==> src/hdl/ptd_pkg.sv <==
// Purpose: shared constants and types for the transfer field decoder
// Assumes: opcode transfer part is bits 38..0 of the issued word
// Notes: register offsets are byte addresses on the ahb-lite slave
package ptd_pkg;
  localparam int OP_W = 39;
  // register map
  localparam logic [7:0] REG_CTRL = 8'h00;
  localparam logic [7:0] REG_STATUS = 8'h04;
  localparam logic [7:0] REG_DEC_CNT = 8'h08;
  localparam logic [7:0] REG_ILL_CNT = 8'h0c;
  localparam logic [7:0] REG_FIELD_RES = 8'h10;
  localparam logic [7:0] REG_MOVE_CODES = 8'h14;
  localparam int CTRL_EN_BIT = 0;
  localparam int CTRL_IPC_BIT = 1;
  localparam logic [1:0] CTRL_RESET = 2'h3;
  localparam int ST_ILL_BIT = 0;
  localparam int ST_IPC_BIT = 1;
  // code of the read-only zero register, arbitrary placement
  localparam logic [6:0] ZERO_REG_CODE = 7'h0f;
  // upper bits of a d register code
  localparam logic [3:0] DREG_BANK = 4'h0;
  // size codes
  localparam logic [1:0] SZ_BYTE = 2'h0;
  localparam logic [1:0] SZ_HALF = 2'h1;
  localparam logic [1:0] SZ_WORD = 2'h2;
  // relative addressing codes
  localparam logic [1:0] RM_ABS = 2'h0;
  localparam logic [1:0] RM_RSVD = 2'h1;
  localparam logic [1:0] RM_LRAM0 = 2'h2;
  localparam logic [1:0] RM_PRAM = 2'h3;
  // ahb
  localparam logic [1:0] HTRANS_NONSEQ = 2'h2;
  localparam logic [1:0] HTRANS_SEQ = 2'h3;

  typedef enum logic [2:0] {
    FMT_MOVE_LOCAL = 3'b010,
    FMT_FIELD_LOCAL = 3'b011,
    FMT_LOCAL_LONG = 3'b100,
    FMT_GLOBAL_LONG = 3'b101,
    FMT_NOND_LOCAL = 3'b110
  } ptd_fmt_t;

  // {load, extend} pairs
  typedef enum logic [1:0] {
    XF_STORE = 2'b00,
    XF_ADDR_ARITH = 2'b01,
    XF_LOAD_ZERO = 2'b10,
    XF_LOAD_SIGN = 2'b11
  } ptd_xfer_t;

  typedef struct packed {
    logic valid;
    logic via_global_port;
    logic [3:0] mode;
    ptd_xfer_t xfer;
    logic [1:0] size;
    logic [1:0] scale_shift;
    logic [6:0] data_reg;
    logic [2:0] base_reg;
    logic [2:0] index_reg;
    logic [15:0] offset;
    logic [1:0] rel_mode;
  } ptd_xfer_dec_t;

  typedef struct packed {
    logic valid;
    logic ipc_cmd;
    logic [6:0] src;
    logic [6:0] dst;
  } ptd_move_dec_t;

  typedef struct packed {
    logic valid;
    logic [6:0] src;
    logic [6:0] dst;
    logic [31:0] result;
  } ptd_field_dec_t;

  typedef struct packed {
    logic valid;
    logic [6:0] dst;
    logic [6:0] src1;
  } ptd_alu_dec_t;
endpackage

==> src/hdl/ptd_decoder.sv <==
// Purpose: decode transfer field of a parallel instruction word
// Assumes: issue logic presents one opcode per op_valid cycle
// Notes: results are registered one cycle after op_valid

// What this block does
// - move source = source bank joined with low bits
// - move destination low bits from opcode 5..3
// - field move: d source, any dest, absolute
// - item select picks byte or halfword
// - field destination upper bits from 21..18
// - field source low bits from 12..10
// - extract extends by sign select, replicate ignores
// - field size byte/halfword, 1x reserved
// - replicate lowest item across 32 bits
// - extract chosen item then extend
// - field destination low bits from 5..3
// - local long offset uses global port
// - local long register = bank plus d field
// - local long offset or index code
// - global long offset or index code
// - global register = bank plus reg field
// - relative mode: absolute, lram0, param, reserved
// - non-d format: banks, global port, short index
// - alu destination bank joins destination field
// - alu source one bank joins source field
// - load and extend bits pick transfer type
// - scale index by one or two bits
// - zero register move destination sends interprocessor command
module ptd_decoder (
  // clock and reset
  input wire logic hclk,
  input wire logic hresetn,
  input wire logic ce,
  // ahb-lite slave
  input wire logic hsel,
  input wire logic [7:0] haddr,
  input wire logic [1:0] htrans,
  input wire logic hwrite,
  input wire logic [2:0] hsize,
  input wire logic [31:0] hwdata,
  input wire logic hready,
  output logic hreadyout,
  output logic hresp,
  output logic [31:0] hrdata,
  // issue side
  input wire logic op_valid,
  input wire ptd_pkg::ptd_fmt_t op_format,
  input wire logic [ptd_pkg::OP_W-1:0] opcode,
  input wire logic [2:0] du_dst_low,
  input wire logic [2:0] du_src1_low,
  input wire logic [31:0] move_src_data,
  // decoded outputs
  output ptd_pkg::ptd_xfer_dec_t local_dec,
  output ptd_pkg::ptd_xfer_dec_t global_dec,
  output ptd_pkg::ptd_move_dec_t move_dec,
  output ptd_pkg::ptd_field_dec_t field_dec,
  output ptd_pkg::ptd_alu_dec_t alu_dec,
  output logic [31:0] ipc_data,
  output logic ipc_valid,
  output logic illegal
);
  import ptd_pkg::*;

  function automatic logic [1:0] scale_of(input logic [1:0] sz,
                                           input logic s);
    if (!s) scale_of = 2'h0;
    else if (sz == SZ_HALF) scale_of = 2'h1;
    else if (sz == SZ_WORD) scale_of = 2'h2;
    else scale_of = 2'h0;
  endfunction

  // byte accesses gain the s bit as offset msb
  function automatic logic [15:0] long_off(input logic [14:0] off,
                                           input logic [1:0] sz,
                                           input logic s);
    long_off = (sz == SZ_BYTE) ? {s, off} : {1'b0, off};
  endfunction

  function automatic logic [31:0] field_op(input logic [31:0] d,
                                           input logic [1:0] sz,
                                           input logic [1:0] itm,
                                           input logic sgn,
                                           input logic rep);
    logic [7:0] b;
    logic [15:0] h;
    b = d[8*itm +: 8];
    h = itm[0] ? d[31:16] : d[15:0];
    if (rep && sz == SZ_BYTE) field_op = {4{d[7:0]}};
    else if (rep) field_op = {2{d[15:0]}};
    else if (sz == SZ_BYTE)
      field_op = {{24{sgn & b[7]}}, b};
    else field_op = {{16{sgn & h[15]}}, h};
  endfunction

  function automatic logic rsvd_size(input logic [1:0] sz);
    rsvd_size = (sz == 2'h3);
  endfunction

  // registers
  logic [1:0] ctrl;
  logic [1:0] status;
  logic [31:0] dec_cnt;
  logic [31:0] ill_cnt;
  logic wr_pend;
  logic [7:0] wr_addr;
  logic ill_clr;

  // combinational decode
  ptd_xfer_dec_t next_local;
  ptd_xfer_dec_t next_global;
  ptd_move_dec_t next_move;
  ptd_field_dec_t next_field;
  ptd_alu_dec_t next_alu;
  logic next_illegal;
  logic fire;

  logic [1:0] lsz;
  logic [1:0] lrm;
  ptd_xfer_t lxf;

  assign lsz = opcode[30:29];
  assign lrm = opcode[23:22];
  assign lxf = ptd_xfer_t'({opcode[17], opcode[31]});
  assign fire = ce & op_valid & ctrl[CTRL_EN_BIT];

  always_comb begin
    next_local = '0;
    next_global = '0;
    next_move = '0;
    next_field = '0;
    next_alu = '0;
    next_illegal = 1'b0;
    // shared short-offset local transfer fields
    next_local.mode = opcode[38:35];
    next_local.xfer = lxf;
    next_local.size = lsz;
    next_local.scale_shift = scale_of(lsz, opcode[28]);
    next_local.data_reg = {DREG_BANK, opcode[34:32]};
    next_local.base_reg = opcode[27:25];
    next_local.index_reg = opcode[2:0];
    next_local.offset = {12'h000, opcode[28] & (lsz == SZ_BYTE),
                         opcode[2:0]};
    next_local.rel_mode = lrm;
    case (op_format)
      FMT_MOVE_LOCAL: begin
        next_local.valid = 1'b1;
        next_move.valid = 1'b1;
        next_move.src = {opcode[9:6], opcode[12:10]};
        next_move.dst = {opcode[21:18], opcode[5:3]};
        next_move.ipc_cmd = ({opcode[21:18], opcode[5:3]} ==
                             ZERO_REG_CODE);
        next_illegal = rsvd_size(lsz) | (lrm == RM_RSVD);
      end
      FMT_FIELD_LOCAL: begin
        next_local.valid = 1'b1;
        next_local.rel_mode = RM_ABS;
        next_field.valid = 1'b1;
        next_field.src = {DREG_BANK, opcode[12:10]};
        next_field.dst = {opcode[21:18], opcode[5:3]};
        next_field.result = field_op(move_src_data, opcode[8:7],
                                     opcode[23:22], opcode[9],
                                     opcode[6]);
        next_illegal = opcode[8] | rsvd_size(lsz);
      end
      FMT_LOCAL_LONG: begin
        next_local.valid = 1'b1;
        next_local.via_global_port = 1'b1;
        next_local.data_reg = {opcode[21:18], opcode[34:32]};
        next_local.offset = long_off(opcode[14:0], lsz, opcode[28]);
        next_illegal = rsvd_size(lsz) | (lrm == RM_RSVD);
      end
      FMT_GLOBAL_LONG: begin
        next_local.valid = 1'b0;
        next_global.valid = 1'b1;
        next_global.via_global_port = 1'b1;
        next_global.mode = opcode[16:13];
        next_global.xfer = ptd_xfer_t'({opcode[17], opcode[9]});
        next_global.size = opcode[8:7];
        next_global.scale_shift = scale_of(opcode[8:7], opcode[6]);
        next_global.data_reg = {opcode[21:18], opcode[12:10]};
        next_global.base_reg = opcode[5:3];
        next_global.index_reg = opcode[24:22];
        next_global.offset = long_off(opcode[36:22], opcode[8:7],
                                      opcode[6]);
        next_global.rel_mode = opcode[1:0];
        next_illegal = rsvd_size(opcode[8:7]) |
                       (opcode[1:0] == RM_RSVD);
      end
      FMT_NOND_LOCAL: begin
        next_local.valid = 1'b1;
        next_local.via_global_port = 1'b1;
        next_alu.valid = 1'b1;
        next_alu.dst = {opcode[21:18], du_dst_low};
        next_alu.src1 = {opcode[9:6], du_src1_low};
        next_illegal = rsvd_size(lsz) | (lrm == RM_RSVD);
      end
      default: begin
        next_local.valid = 1'b0;
      end
    endcase
    // illegal opcodes perform nothing
    if (next_illegal) begin
      next_local.valid = 1'b0;
      next_global.valid = 1'b0;
      next_move.valid = 1'b0;
      next_field.valid = 1'b0;
      next_alu.valid = 1'b0;
    end
  end

  // decoded output registers: valid pulses, fields hold for late readers
  always_ff @(posedge hclk or negedge hresetn) begin
    if (!hresetn) begin
      local_dec <= '0;
    end else if (ce) begin
      if (fire) begin
        local_dec <= next_local;
      end else begin
        local_dec.valid <= 1'b0;
      end
    end
  end

  always_ff @(posedge hclk or negedge hresetn) begin
    if (!hresetn) begin
      global_dec <= '0;
    end else if (ce) begin
      if (fire) begin
        global_dec <= next_global;
      end else begin
        global_dec.valid <= 1'b0;
      end
    end
  end

  always_ff @(posedge hclk or negedge hresetn) begin
    if (!hresetn) begin
      move_dec <= '0;
    end else if (ce) begin
      if (fire) begin
        move_dec <= next_move;
      end else begin
        move_dec.valid <= 1'b0;
      end
    end
  end

  always_ff @(posedge hclk or negedge hresetn) begin
    if (!hresetn) begin
      field_dec <= '0;
    end else if (ce) begin
      if (fire) begin
        field_dec <= next_field;
      end else begin
        field_dec.valid <= 1'b0;
      end
    end
  end

  always_ff @(posedge hclk or negedge hresetn) begin
    if (!hresetn) begin
      alu_dec <= '0;
    end else if (ce) begin
      if (fire) begin
        alu_dec <= next_alu;
      end else begin
        alu_dec.valid <= 1'b0;
      end
    end
  end

  always_ff @(posedge hclk or negedge hresetn) begin
    if (!hresetn) begin
      illegal <= 1'b0;
    end else if (ce) begin
      illegal <= fire & next_illegal;
    end
  end

  // zero register move destination becomes a command, not a write
  always_ff @(posedge hclk or negedge hresetn) begin
    if (!hresetn) begin
      ipc_valid <= 1'b0;
      ipc_data <= '0;
    end else if (ce) begin
      ipc_valid <= fire & next_move.valid & next_move.ipc_cmd &
                   ctrl[CTRL_IPC_BIT];
      if (fire & next_move.ipc_cmd)
        ipc_data <= move_src_data;
    end
  end

  // ahb-lite: zero wait states, always okay
  logic addr_ok;
  assign addr_ok = hsel & hready & htrans[1];
  assign hreadyout = 1'b1;
  assign hresp = 1'b0;
  assign ill_clr = wr_pend & (wr_addr == REG_ILL_CNT);

  always_ff @(posedge hclk or negedge hresetn) begin
    if (!hresetn) begin
      wr_pend <= 1'b0;
      wr_addr <= '0;
    end else if (ce) begin
      wr_pend <= addr_ok & hwrite;
      wr_addr <= haddr;
    end
  end

  always_ff @(posedge hclk or negedge hresetn) begin
    if (!hresetn) begin
      ctrl <= CTRL_RESET;
    end else if (ce && wr_pend && wr_addr == REG_CTRL) begin
      ctrl <= hwdata[1:0];
    end
  end

  // counters: a software clear in the same cycle as a fresh event leaves a count of one
  always_ff @(posedge hclk or negedge hresetn) begin
    if (!hresetn) begin
      dec_cnt <= '0;
    end else if (ce) begin
      if (wr_pend && wr_addr == REG_DEC_CNT)
        dec_cnt <= {31'h0, fire};
      else if (fire)
        dec_cnt <= dec_cnt + 32'h1;
    end
  end

  always_ff @(posedge hclk or negedge hresetn) begin
    if (!hresetn) begin
      ill_cnt <= '0;
    end else if (ce) begin
      if (ill_clr)
        ill_cnt <= {31'h0, fire & next_illegal};
      else if (fire & next_illegal)
        ill_cnt <= ill_cnt + 32'h1;
    end
  end

  // status only follows decoded opcodes, bus traffic leaves it alone
  always_ff @(posedge hclk or negedge hresetn) begin
    if (!hresetn) begin
      status <= '0;
    end else if (ce && fire) begin
      status[ST_ILL_BIT] <= next_illegal;
      status[ST_IPC_BIT] <= next_move.valid & next_move.ipc_cmd;
    end
  end

  always_ff @(posedge hclk or negedge hresetn) begin
    if (!hresetn) begin
      hrdata <= '0;
    end else if (ce && addr_ok && !hwrite) begin
      case (haddr)
        REG_CTRL: hrdata <= {30'h0, ctrl};
        REG_STATUS: hrdata <= {30'h0, status};
        REG_DEC_CNT: hrdata <= dec_cnt;
        REG_ILL_CNT: hrdata <= ill_cnt;
        REG_FIELD_RES: hrdata <= field_dec.result;
        REG_MOVE_CODES: hrdata <= {17'h0, move_dec.src, 1'b0,
                                   move_dec.dst};
        default: hrdata <= '0;
      endcase
    end
  end
endmodule

==> config.mk <==
export PLATFORM = sky130hd
export DESIGN_NAME = ptd_decoder
export DESIGN_NICKNAME = d
export VERILOG_FILES = /design/src/hdl/ptd_pkg.sv /design/src/hdl/ptd_decoder.sv
export SDC_FILE = /design/constraint.sdc
export NUM_CORES = 1
export LEC_CHECK = 0
export ABC_AREA = 1
export BUFFER_PORTS_ARGS = -buffer_cell sky130_fd_sc_hd__buf_2
export CAP_MARGIN = 20
export CORE_MARGIN = 2
export CORE_UTILIZATION = 58
export CTS_CLUSTER_DIAMETER = 200
export DETAILED_ROUTE_END_ITERATION = 8
export GPL_ROUTABILITY_DRIVEN = 1
export PLACE_DENSITY = 0.86
export REMOVE_ABC_BUFFERS = 1
export SLEW_MARGIN = 15
export SYNTH_ARGS = -nofsm -noshare
export SYNTH_HDL_FRONTEND = slang
export SYNTH_SLANG_ARGS = --single-unit
==> constraint.sdc <==
create_clock -name hclk -period 3.2 [get_ports hclk]
set_input_delay 0.8 -clock hclk [delete_from_list [all_inputs] [get_ports hclk]]
set_output_delay 0.8 -clock hclk [all_outputs]
set_load 0.01 [all_outputs]
=== Word-level counts from Yosys, hierarchy flattened ===
Index checks and enable logic that the tools add are counted.

* Register bits: 307
* Output and inout bits: 232
* Word-level logic and storage cells: 143

* Reductions and logical operators: 21
* Shift-type cells: 1
* Equality and inequality tests: 21
* Bitwise gates (word level): 18
* $add $sub $neg: 2
* Mux-type cells: 37

{| class="wikitable"
|+ Operators by type and width
! cell !! count
|-
| 2-to-1 mux 32 bit || 7
|-
| one-hot mux 32 bit (6 select lines) || 1
|-
| 2-to-1 mux 16 bit || 5
|-
| adder 32 x 1 -> 32 bit, second input constant || 2
|-
| 2-to-1 mux 47 bit || 1
|-
| 2-to-1 mux 43 bit || 1
|-
| == test 8 x 4 -> 1 bit, second input constant || 4
|-
| variable part select 32 x 6 -> 8 bit || 1
|-
| == test 8 x 5 -> 1 bit, second input constant || 2
|-
| logical NOT 8 bit || 2
|-
| AND 1 bit || 15
|-
| 2-to-1 mux 15 bit || 1
|-
| 2-to-1 mux 2 bit || 7
|-
| 2-to-1 mux 1 bit || 12
|-
| == test 3 bit, second input constant || 3
|-
| == test 2 x 1 -> 1 bit, second input constant || 4
|-
| == test 2 bit, second input constant || 4
|-
| == test 8 x 3 -> 1 bit, second input constant || 1
|-
| AND reduction 2 bit || 4
|-
| == test 7 x 4 -> 1 bit, second input constant || 1
|-
| logical AND 1 bit || 7
|-
| 2-to-1 mux 7 bit || 1
|-
| == test 3 x 2 -> 1 bit, second input constant || 2
|-
| logical NOT 2 bit || 2
|-
| 7 further kinds || 10
|}

=== Logic depth before layout (Yosys ltp) ===
Gate-level depths: netlist of the first run.

* Depth after elaboration: 8
* Depth in mapped cells: 12
* Gate-level depth less buffers: 11

=== Worst setup path before layout of the first run ===
Ideal clock, no wire load.

* Kind: input to register
* Start point: in ce
* End point: reg ipc_valid
* Path slack: 1.293 ns
* Stages: 10
* Data arrival time: 1.841 ns
* Buffers on the path: 2
* Setup time: 0.066 ns
* Cells stage by stage: buf_4 -> nand3_2 -> inv_2 -> nand2_2 -> nor2_4 -> nand2_2 -> buf_2 -> nor2_1 -> nand3_1 -> nand2_1

* Cells in the longest elaborated chain, start to end: 5

{| class="wikitable"
|+ RTL lines
! what !! RTL line !! RTL
|-
| start, declared || ptd_decoder.sv:33 || <nowiki>input wire logic ce,</nowiki>
|-
| AND 1 bit (2 in series) || ptd_decoder.sv:124 || <nowiki>assign fire = ce & op_valid & ctrl[CTRL_EN_BIT];</nowiki>
|-
| AND 1 bit (3 in series) || ptd_decoder.sv:286 || <nowiki>ipc_valid <= fire & next_move.valid & next_move.ipc_cmd &</nowiki>
|-
| end signal, assigned || ptd_decoder.sv:286 ||
|-
| end, declared || ptd_decoder.sv:59 || <nowiki>output logic ipc_valid,</nowiki>
|}

Several ways; a longest one is shown, not always the timed one.
A chain may end at the register's enable or synchronous reset.

=== Worst setup path after layout of the first run ===
* Start point: reg wr_addr[1]
* End point: reg ill_cnt[24]

* Cells in the longest elaborated chain, start to end: 4

{| class="wikitable"
|+ RTL lines
! what !! RTL line !! RTL
|-
| start, declared || ptd_decoder.sv:105 || <nowiki>logic [7:0] wr_addr;</nowiki>
|-
| start signal, assigned || ptd_decoder.sv:306 || <nowiki>wr_addr <= haddr;</nowiki>
|-
| == test 8 x 4 -> 1 bit * || ptd_decoder.sv:298 || <nowiki>assign ill_clr = wr_pend & (wr_addr == REG_ILL_CNT);</nowiki>
|-
| AND 1 bit * || ptd_decoder.sv:298 ||
|-
| nonzero test 2 bit (no line) || n/a ||
|-
| AND reduction 2 bit (no line) || n/a ||
|-
| end signal, assigned || ptd_decoder.sv:335 || <nowiki>ill_cnt <= {31'h0, fire & next_illegal};</nowiki>
|-
| end signal, assigned || ptd_decoder.sv:337 || <nowiki>ill_cnt <= ill_cnt + 32'h1;</nowiki>
|-
| end, declared || ptd_decoder.sv:103 || <nowiki>logic [31:0] ill_cnt;</nowiki>
|}

Mark *: on every way between the ends. The rest lies on a longest branch, timed or not.

==> results of run 1 <==
metrics by stage:
step / cell area (µm²) / hold slack, ns / total power [µW] / cells
2_1_floorplan: 14430 / 0.4508 / 4465 / 1891
3_3_place_gp: 16850 / 0.4535 / 4899 / 2581
3_5_place_dp: 16850 / 0.4595 / 4926 / 2581
4_1_cts: 18080 / 0.2745 / 9165 / 2642
5_1_grt: 18120 / 0.2987 / 9442 / 2649
6_report: 18120 / 0.2492 / 9168 / 2650
cell type report:
class                      count  area share
multi-input combinational   1450      0.3578
sequential                   297      0.4102
antenna                        7   0.0009666
inverter                     144     0.02983
timing repair buffer         361      0.1107
tap                          330     0.02278
clock inverter                16     0.01512
clock buffer                  45     0.05254
worst max-delay path: stages (launching register included):
cell     delay (ns)
dfrtp_1        0.39
nor2_2         0.20
nand2_1        0.10
nor2_2         0.19
nand4_1        0.57
nand2_4        0.59
nand2_1        0.11
nand2_1        0.07
registers in the layout, summed over array words and instances (netlist names), 2 cells and up:
name,count
field_dec,43
global_dec,40
local_dec,40
dec_cnt,32
hrdata,32
ill_cnt,32
ipc_data,32
move_dec,16
alu_dec,15
wr_addr,8
ctrl,2
status,2
metal layers:
layer | share of wire | track usage | up-vias
met5 | 0.00024 | 0 | -
met4 | 0.070 | 0.2494 | 2
met3 | 0.097 | 0.09493 | 253
met2 | 0.48 | 0.6721 | 937
met1 | 0.35 | 0.4736 | 7446
li1 | - | - | 7011
report_power, final:
part / switching, µW / internal (µW)
Clock: 1670 / 2610
Combinational: 587 / 275
Sequential: 140 / 3890
cells in the mapped netlist (3+ instances only):
master	number	area [µm²]
a21oi_1	35	175.2
a22o_1	11	96.34
buf_1	5	18.77
buf_2	32	160.2
buf_4	15	112.6
buf_6	5	56.30
clkbuf_1	45	168.9
dfrtp_1	295	7382
inv_1	135	506.7
inv_2	9	33.78
nand2_1	739	2774
nand2_2	3	18.77
nand2_4	3	33.78
nand3_1	176	880.8
nand4_1	27	168.9
nor2_1	162	608.1
nor2_2	6	37.54
nor2_4	3	33.78
nor3_1	6	30.03
nor3_2	4	40.04
o211ai_1	18	135.1
o21ai_0	181	905.9
o21ai_1	21	105.1
o221ai_1	6	52.55
o22ai_1	15	93.84
o31ai_1	5	37.54
xor2_1	11	96.34
placed cells by master (no fill, tap or decap), drive strengths merged, types with 6 or more instances in the layout:
| cell | instances |
|---|---|
| bufinv | 6 |
| o22ai | 15 |
| o21ai | 203 |
| nand4 | 27 |
| clkbuf | 45 |
| nand2 | 745 |
| conb | 6 |
| o211ai | 18 |
| a21oi | 35 |
| dfrtp | 295 |
| xor2 | 11 |
| a22o | 11 |
| o221ai | 6 |
| inv | 146 |
| buf | 361 |
| nand3 | 178 |
| clkinv | 8 |
| nor2 | 171 |
| diode | 7 |
| nor3 | 10 |
worst max-delay path by stage:
stage / start / endpoint / slack [ns] / cells past startpoint
4_1_cts: wr_addr[1]$_DFFE_PN0P_ / ill_cnt[24]$_DFFE_PN0P_ / 0.94 / 7
6_report: wr_addr[1]$_DFFE_PN0P_ / ill_cnt[24]$_DFFE_PN0P_ / 0.90 / 7
3_5_place_dp: ce / dec_cnt[8]$_DFFE_PN0P_ / 0.44 / 8
3_3_place_gp: ce / dec_cnt[8]$_DFFE_PN0P_ / 0.49 / 8
5_1_grt: wr_addr[7]$_DFFE_PN0P_ / ill_cnt[29]$_DFFE_PN0P_ / 0.72 / 7
2_1_floorplan: op_valid / ipc_valid$_DFFE_PN0P_ / -1.66 / 8
cells by family after synthesis:
family                     share of synthesized area
AOI/OAI and AO/OA                             0.1097
xor gates and xnor gates                    0.007623
adders and majority gates                   0.001675
buffers and inverters                        0.07079
DFF                                           0.4978
other                                      0.0005028
and+or+nand+nor                               0.3119
==> reports/qor.yml, run 1 <==
synth_edf_count: 0
p_per_area_nw_per_um2: 505.9
io_buffers: 323
reg2reg_from: "wr_addr[1]$_DFFE_PN0P_"
worstRegToRegCells: 7
crit_type: "flop to flop"
wl_um: 54270
start_kind: "flop"
post-place-ws_ns: 0.4389
vdd_drop_max_mv: 0.5280
hpwl_um: 38690
clock-root-buffer: "clkbuf_16"
grt.total_usage: 0.4035
status: "finished clean"
arrival_ns: 2.75
utilization: 0.7176
wl_per_cell_um: 20.48
yosysUniqueCellTypes: 37
ys.flop_type: "dfrtp_1"
slew_viol_final: 0
die_area_um2: 27050
fp-row-count: 58
cts_hold_buf: 0
finalSetupTns_ns: 0
r2r_setup_slack_ns: 0.90
critPathCaptureType: "flop"
clock_sinks: 297
finalWorstSetupSlack_ns: 0.8996
syn_avg_cell_area_um2: 7.509
drt_pass1_iterations: 5
finalClockSkew_ns: 0.05065
max_freq_mhz: 434.7
synth-seq-cells: 297
grt_max_degree: 95
detail-route-antenna-nets: 0
cts_buffer_depth: 3
cts_tree: "done"
gp_congestion: 0.9470
synth_warnings: 0
setup_viol: 0
async_flop_share: 1.000
required_ns: 3.65
fillers: 2013
final_nets: 2422
vias: 15650
drt-initial-drc-count: 1654
grt_pass1_wl_um: 83620
drc: 0
multi_input_area_um2: 6484
die_h_um: 164.5
tightest_slew_ns: 0.7620
r2r-end: "ill_cnt[24]$_DFFE_PN0P_"
first_global_vias: 15500
hold_viol: 0
min_period_over_period: 0.7189
clkTransAtPathRegs_ns: 0.06
cap_viol_max_count: 0
rsz0062_at_grt: "false"
core_um2: 25250
postSynthCellCount: 1989
p_leak_uw: 0.009744
drive_above_1_share: 0.1958
fp.dieW_um: 164.5
cts_resized: 0
min_period_ns: 2.300
area_delta_synth_final_pct: 21.34
cts_made_buffers: 34
ys_seq_area_frac: 0.4978
hold_class: "primary input to asynchronous set/reset pin"
cts_setup_buffers: 0
ios: 364
start_util: 0.5914
regArea_um2: 7435
cp_max_fo: 31
clock_latency_ns: 0.56
drt-vias-per-instance: 5.905
synth_area_um2: 14940
slew_headroom: 0.4920
grt_overflow: 0
htreeDepth: 2
antenna_found_initial: 9
(Power assumes the default switching activity.)
==> inputs of run 2 (changes only) <==
- ABC_AREA: 1 -> 0
- CORE_UTILIZATION: 58 -> 53
- PLACE_DENSITY: 0.86 -> 0.8
- clock period: 3.2 -> 2.4 ns (I/O delays scaled with it)
==> reports/qor.yml, run 2 <==
status: "finished clean"
required_ns: 2.87
drive_above_1_share: 0.3012
first_global_vias: 11570
p_per_area_nw_per_um2: 643.7
swShare: 0.2337
max_freq_mhz: 455.9
yosysUniqueCellTypes: 76
cts_made_buffers: 31
area_delta_synth_final_pct: 23.55
final_cell_mix: "buf_2, dfrtp_1, nand2_1"
io_buffers: 323
start_util: 0.5354
synth_warnings: 0
p_comb_frac: 0.071
top_register: "field_dec"
gp_congestion: 0.8793
fp.dieW_um: 165.6
arrival_ns: 2.66
grt_overflow: 0
slew_headroom: 0.4086
grt.total_usage: 0.3087
ys_seq_area_frac: 0.5375
crit_slowest_cell: "or4_1"
hold_viol: 0
clock_latency_ns: 0.55
utilization: 0.6614
hold_class: "primary input to flop"
vdd_drop_max_mv: 0.5131
drt-initial-drc-count: 1023
async_flop_share: 1.000
synth-seq-cells: 297
regArea_um2: 7435
tightest_slew_ns: 0.8871
min_period_ns: 2.193
ios: 364
fp-row-count: 59
crit_type: "flop to flop"
setup_viol: 0
synth_area_um2: 13830
die_area_um2: 27410
clock_power_share: 0.457
clkTransAtPathRegs_ns: 0.07
drt_pass1_iterations: 7
drt-vias-per-instance: 6.047
multi_input_area_um2: 5904
antenna_found_initial: 0
finalSetupTns_ns: 0
die_h_um: 165.6
path_buf_inv: 0
fillers: 2003
grt_max_degree: 87
p_leak_uw: 0.008932
wl_um: 42020
finalInstanceArea_um2: 17090
hpwl_um: 29820
synth_area_leaders: "dfrtp_1, a22o_1, mux2i_1"
largest_reg_flops: 43
cap_viol_max_count: 0
cts_buffer_depth: 3
min_period_over_period: 0.9139
diodes: 0
p_switching_uw: 2571
detail-route-antenna-nets: 0
reg_top3: "field_dec x43, global_dec x40, local_dec x40"
dpl.cell_count: 1896
synth_top_area_share: 0.5337
rsz0062_at_grt: "false"
finalClockSkew_ns: 0.01243
yosysMostFrequentCell: "dfrtp_1"
crit_chain: "and3_4 -> and3_4 -> nand4_2 -> or4_1 -> a21oi_1"
synth_edf_count: 0
clock_sinks: 297
wl_per_cell_um: 21.52
postSynthCellCount: 1277
htreeDepth: 1
core_um2: 25840
critPathCaptureType: "flop"
synth_top_cell_by_area: "dfrtp_1"
start_kind: "flop"
layout_commonest_cell: "buf_2"
cpMostUsedCell: "and3_4"
clock-root-buffer: "clkbuf_16"
vias: 11800
grt_pass1_wl_um: 65300
critPathMaxStageDelay_ns: 0.59
syn_avg_cell_area_um2: 10.83
cts_tree: "done"
finalNonFillerCells: 1952
ys_top_cells_by_count: "dfrtp_1, nand2_1, a22o_1"
ys.flop_type: "dfrtp_1"
final_nets: 1729
critPathTopFamily: "simple AND/OR/NAND/NOR gates"
cts_resized: 0
pwr-share-seq: 0.471
cp_max_fo: 12
drc: 0
slew_viol_final: 0
internal_power_uw: 8430
place_area_um2: 16000
holdWs_ns: 0.2365
-- run 2: cell types whose count changed after synthesis, sizes merged, moves of 19 or more --
cell | previous run | this run
a211oi | 0 | 19
a22o | 11 | 111
a22oi | 0 | 38
inv | 144 | 18
mux2 | 0 | 42
mux2i | 0 | 79
nand2 | 745 | 187
nand2b | 0 | 35
nand3 | 178 | 31
nor2 | 171 | 54
o21ai | 203 | 54
-- run 2: cell type report --
type	count	share of cell area
Timing Repair Buffer	385	0.1284
Inverter	18	0.003954
Clock inverter	16	0.01303
Multi-Input combinational cell	862	0.3455
Sequential cell	297	0.4351
Tap cell	335	0.02453
Clock buffer	39	0.04949
-- run 2: final timing paths --
path | startpoint | end | slack [ns] | cells after the start
worst min-delay path | opcode[37] | local_dec[39]$_DFFE_PN0P_ | 0.24 | 3
min in group asynchronous | hresetn | local_dec[23]$_DFFE_PN0P_ | 0.57 | 2
worst max-delay path | ctrl[0]$_DFFE_PN1P_ | dec_cnt[28]$_DFFE_PN0P_ | 0.21 | 5
worst min register to register | local_dec[31]$_DFFE_PN0P_ | local_dec[31]$_DFFE_PN0P_ | 0.47 | 2
worst max register to register | ctrl[0]$_DFFE_PN1P_ | dec_cnt[28]$_DFFE_PN0P_ | 0.21 | 5
max in group asynchronous | hresetn | ipc_data[4]$_DFFE_PN0P_ | 1.13 | 3
-- run 2: kinds of logic (layout without fill, tap and decap cells) --
logic type,count (synthesis),count (layout),share of synthesized area
AOI/OAI and AO/OA,315,315,0.1679
xor gates and xnor gates,23,23,0.01456
adders and majority gates,2,2,0.001809
buffers and inverters,122,458,0.03935
DFF,297,297,0.5375
muxes,123,123,0.09462
other,2,6,0.0005429
and+or+nand+nor,393,393,0.1437
-- run 2: stage by stage --
stage / total power, µW / setup WS (ns)
2_1_floorplan: 5534 / -2.170
5_1_grt: 11360 / 0.1063
4_1_cts: 11040 / 0.2272
6_report: 11000 / 0.2067
3_5_place_dp: 6047 / 0.08753
3_3_place_gp: 6022 / 0.09832
-- run 2: metal layers --
| layer | part of all wire | vias to the layer above | track usage |
|---|---|---|---|
| li1 | - | 5239 | - |
| met1 | 0.39 | 5845 | 0.4136 |
| met2 | 0.49 | 622 | 0.5053 |
| met3 | 0.086 | 98 | 0.06094 |
| met4 | 0.032 | 0 | 0.1054 |
| met5 | 0 | - | 0 |
-- run 2: what timing repair did --
action                                 CTS  global route
setup buffers                            0             0
hold buffers                             1             0
setup endpoints to repair                0             0
endpoints found under the hold margin   39             0
-- run 2: worst register-to-register path: cells and delay by family, from the launching register on --
family	cells	cell delay (ns)
and+or+nand+nor	4	1.38
DFF	1	0.58
AOI/OAI and AO/OA	1	0.16
-- run 2: power by group through the flow --
stage               Sequential [µW]  Combinational [µW]  Clock (µW)
floorplan                      5290                 240           0
global placement               5270                 754           0
detailed placement             5270                 774           0
CTS                            5180                 783        5080
global route                   5190                 858        5300
finish                         5190                 784        5030
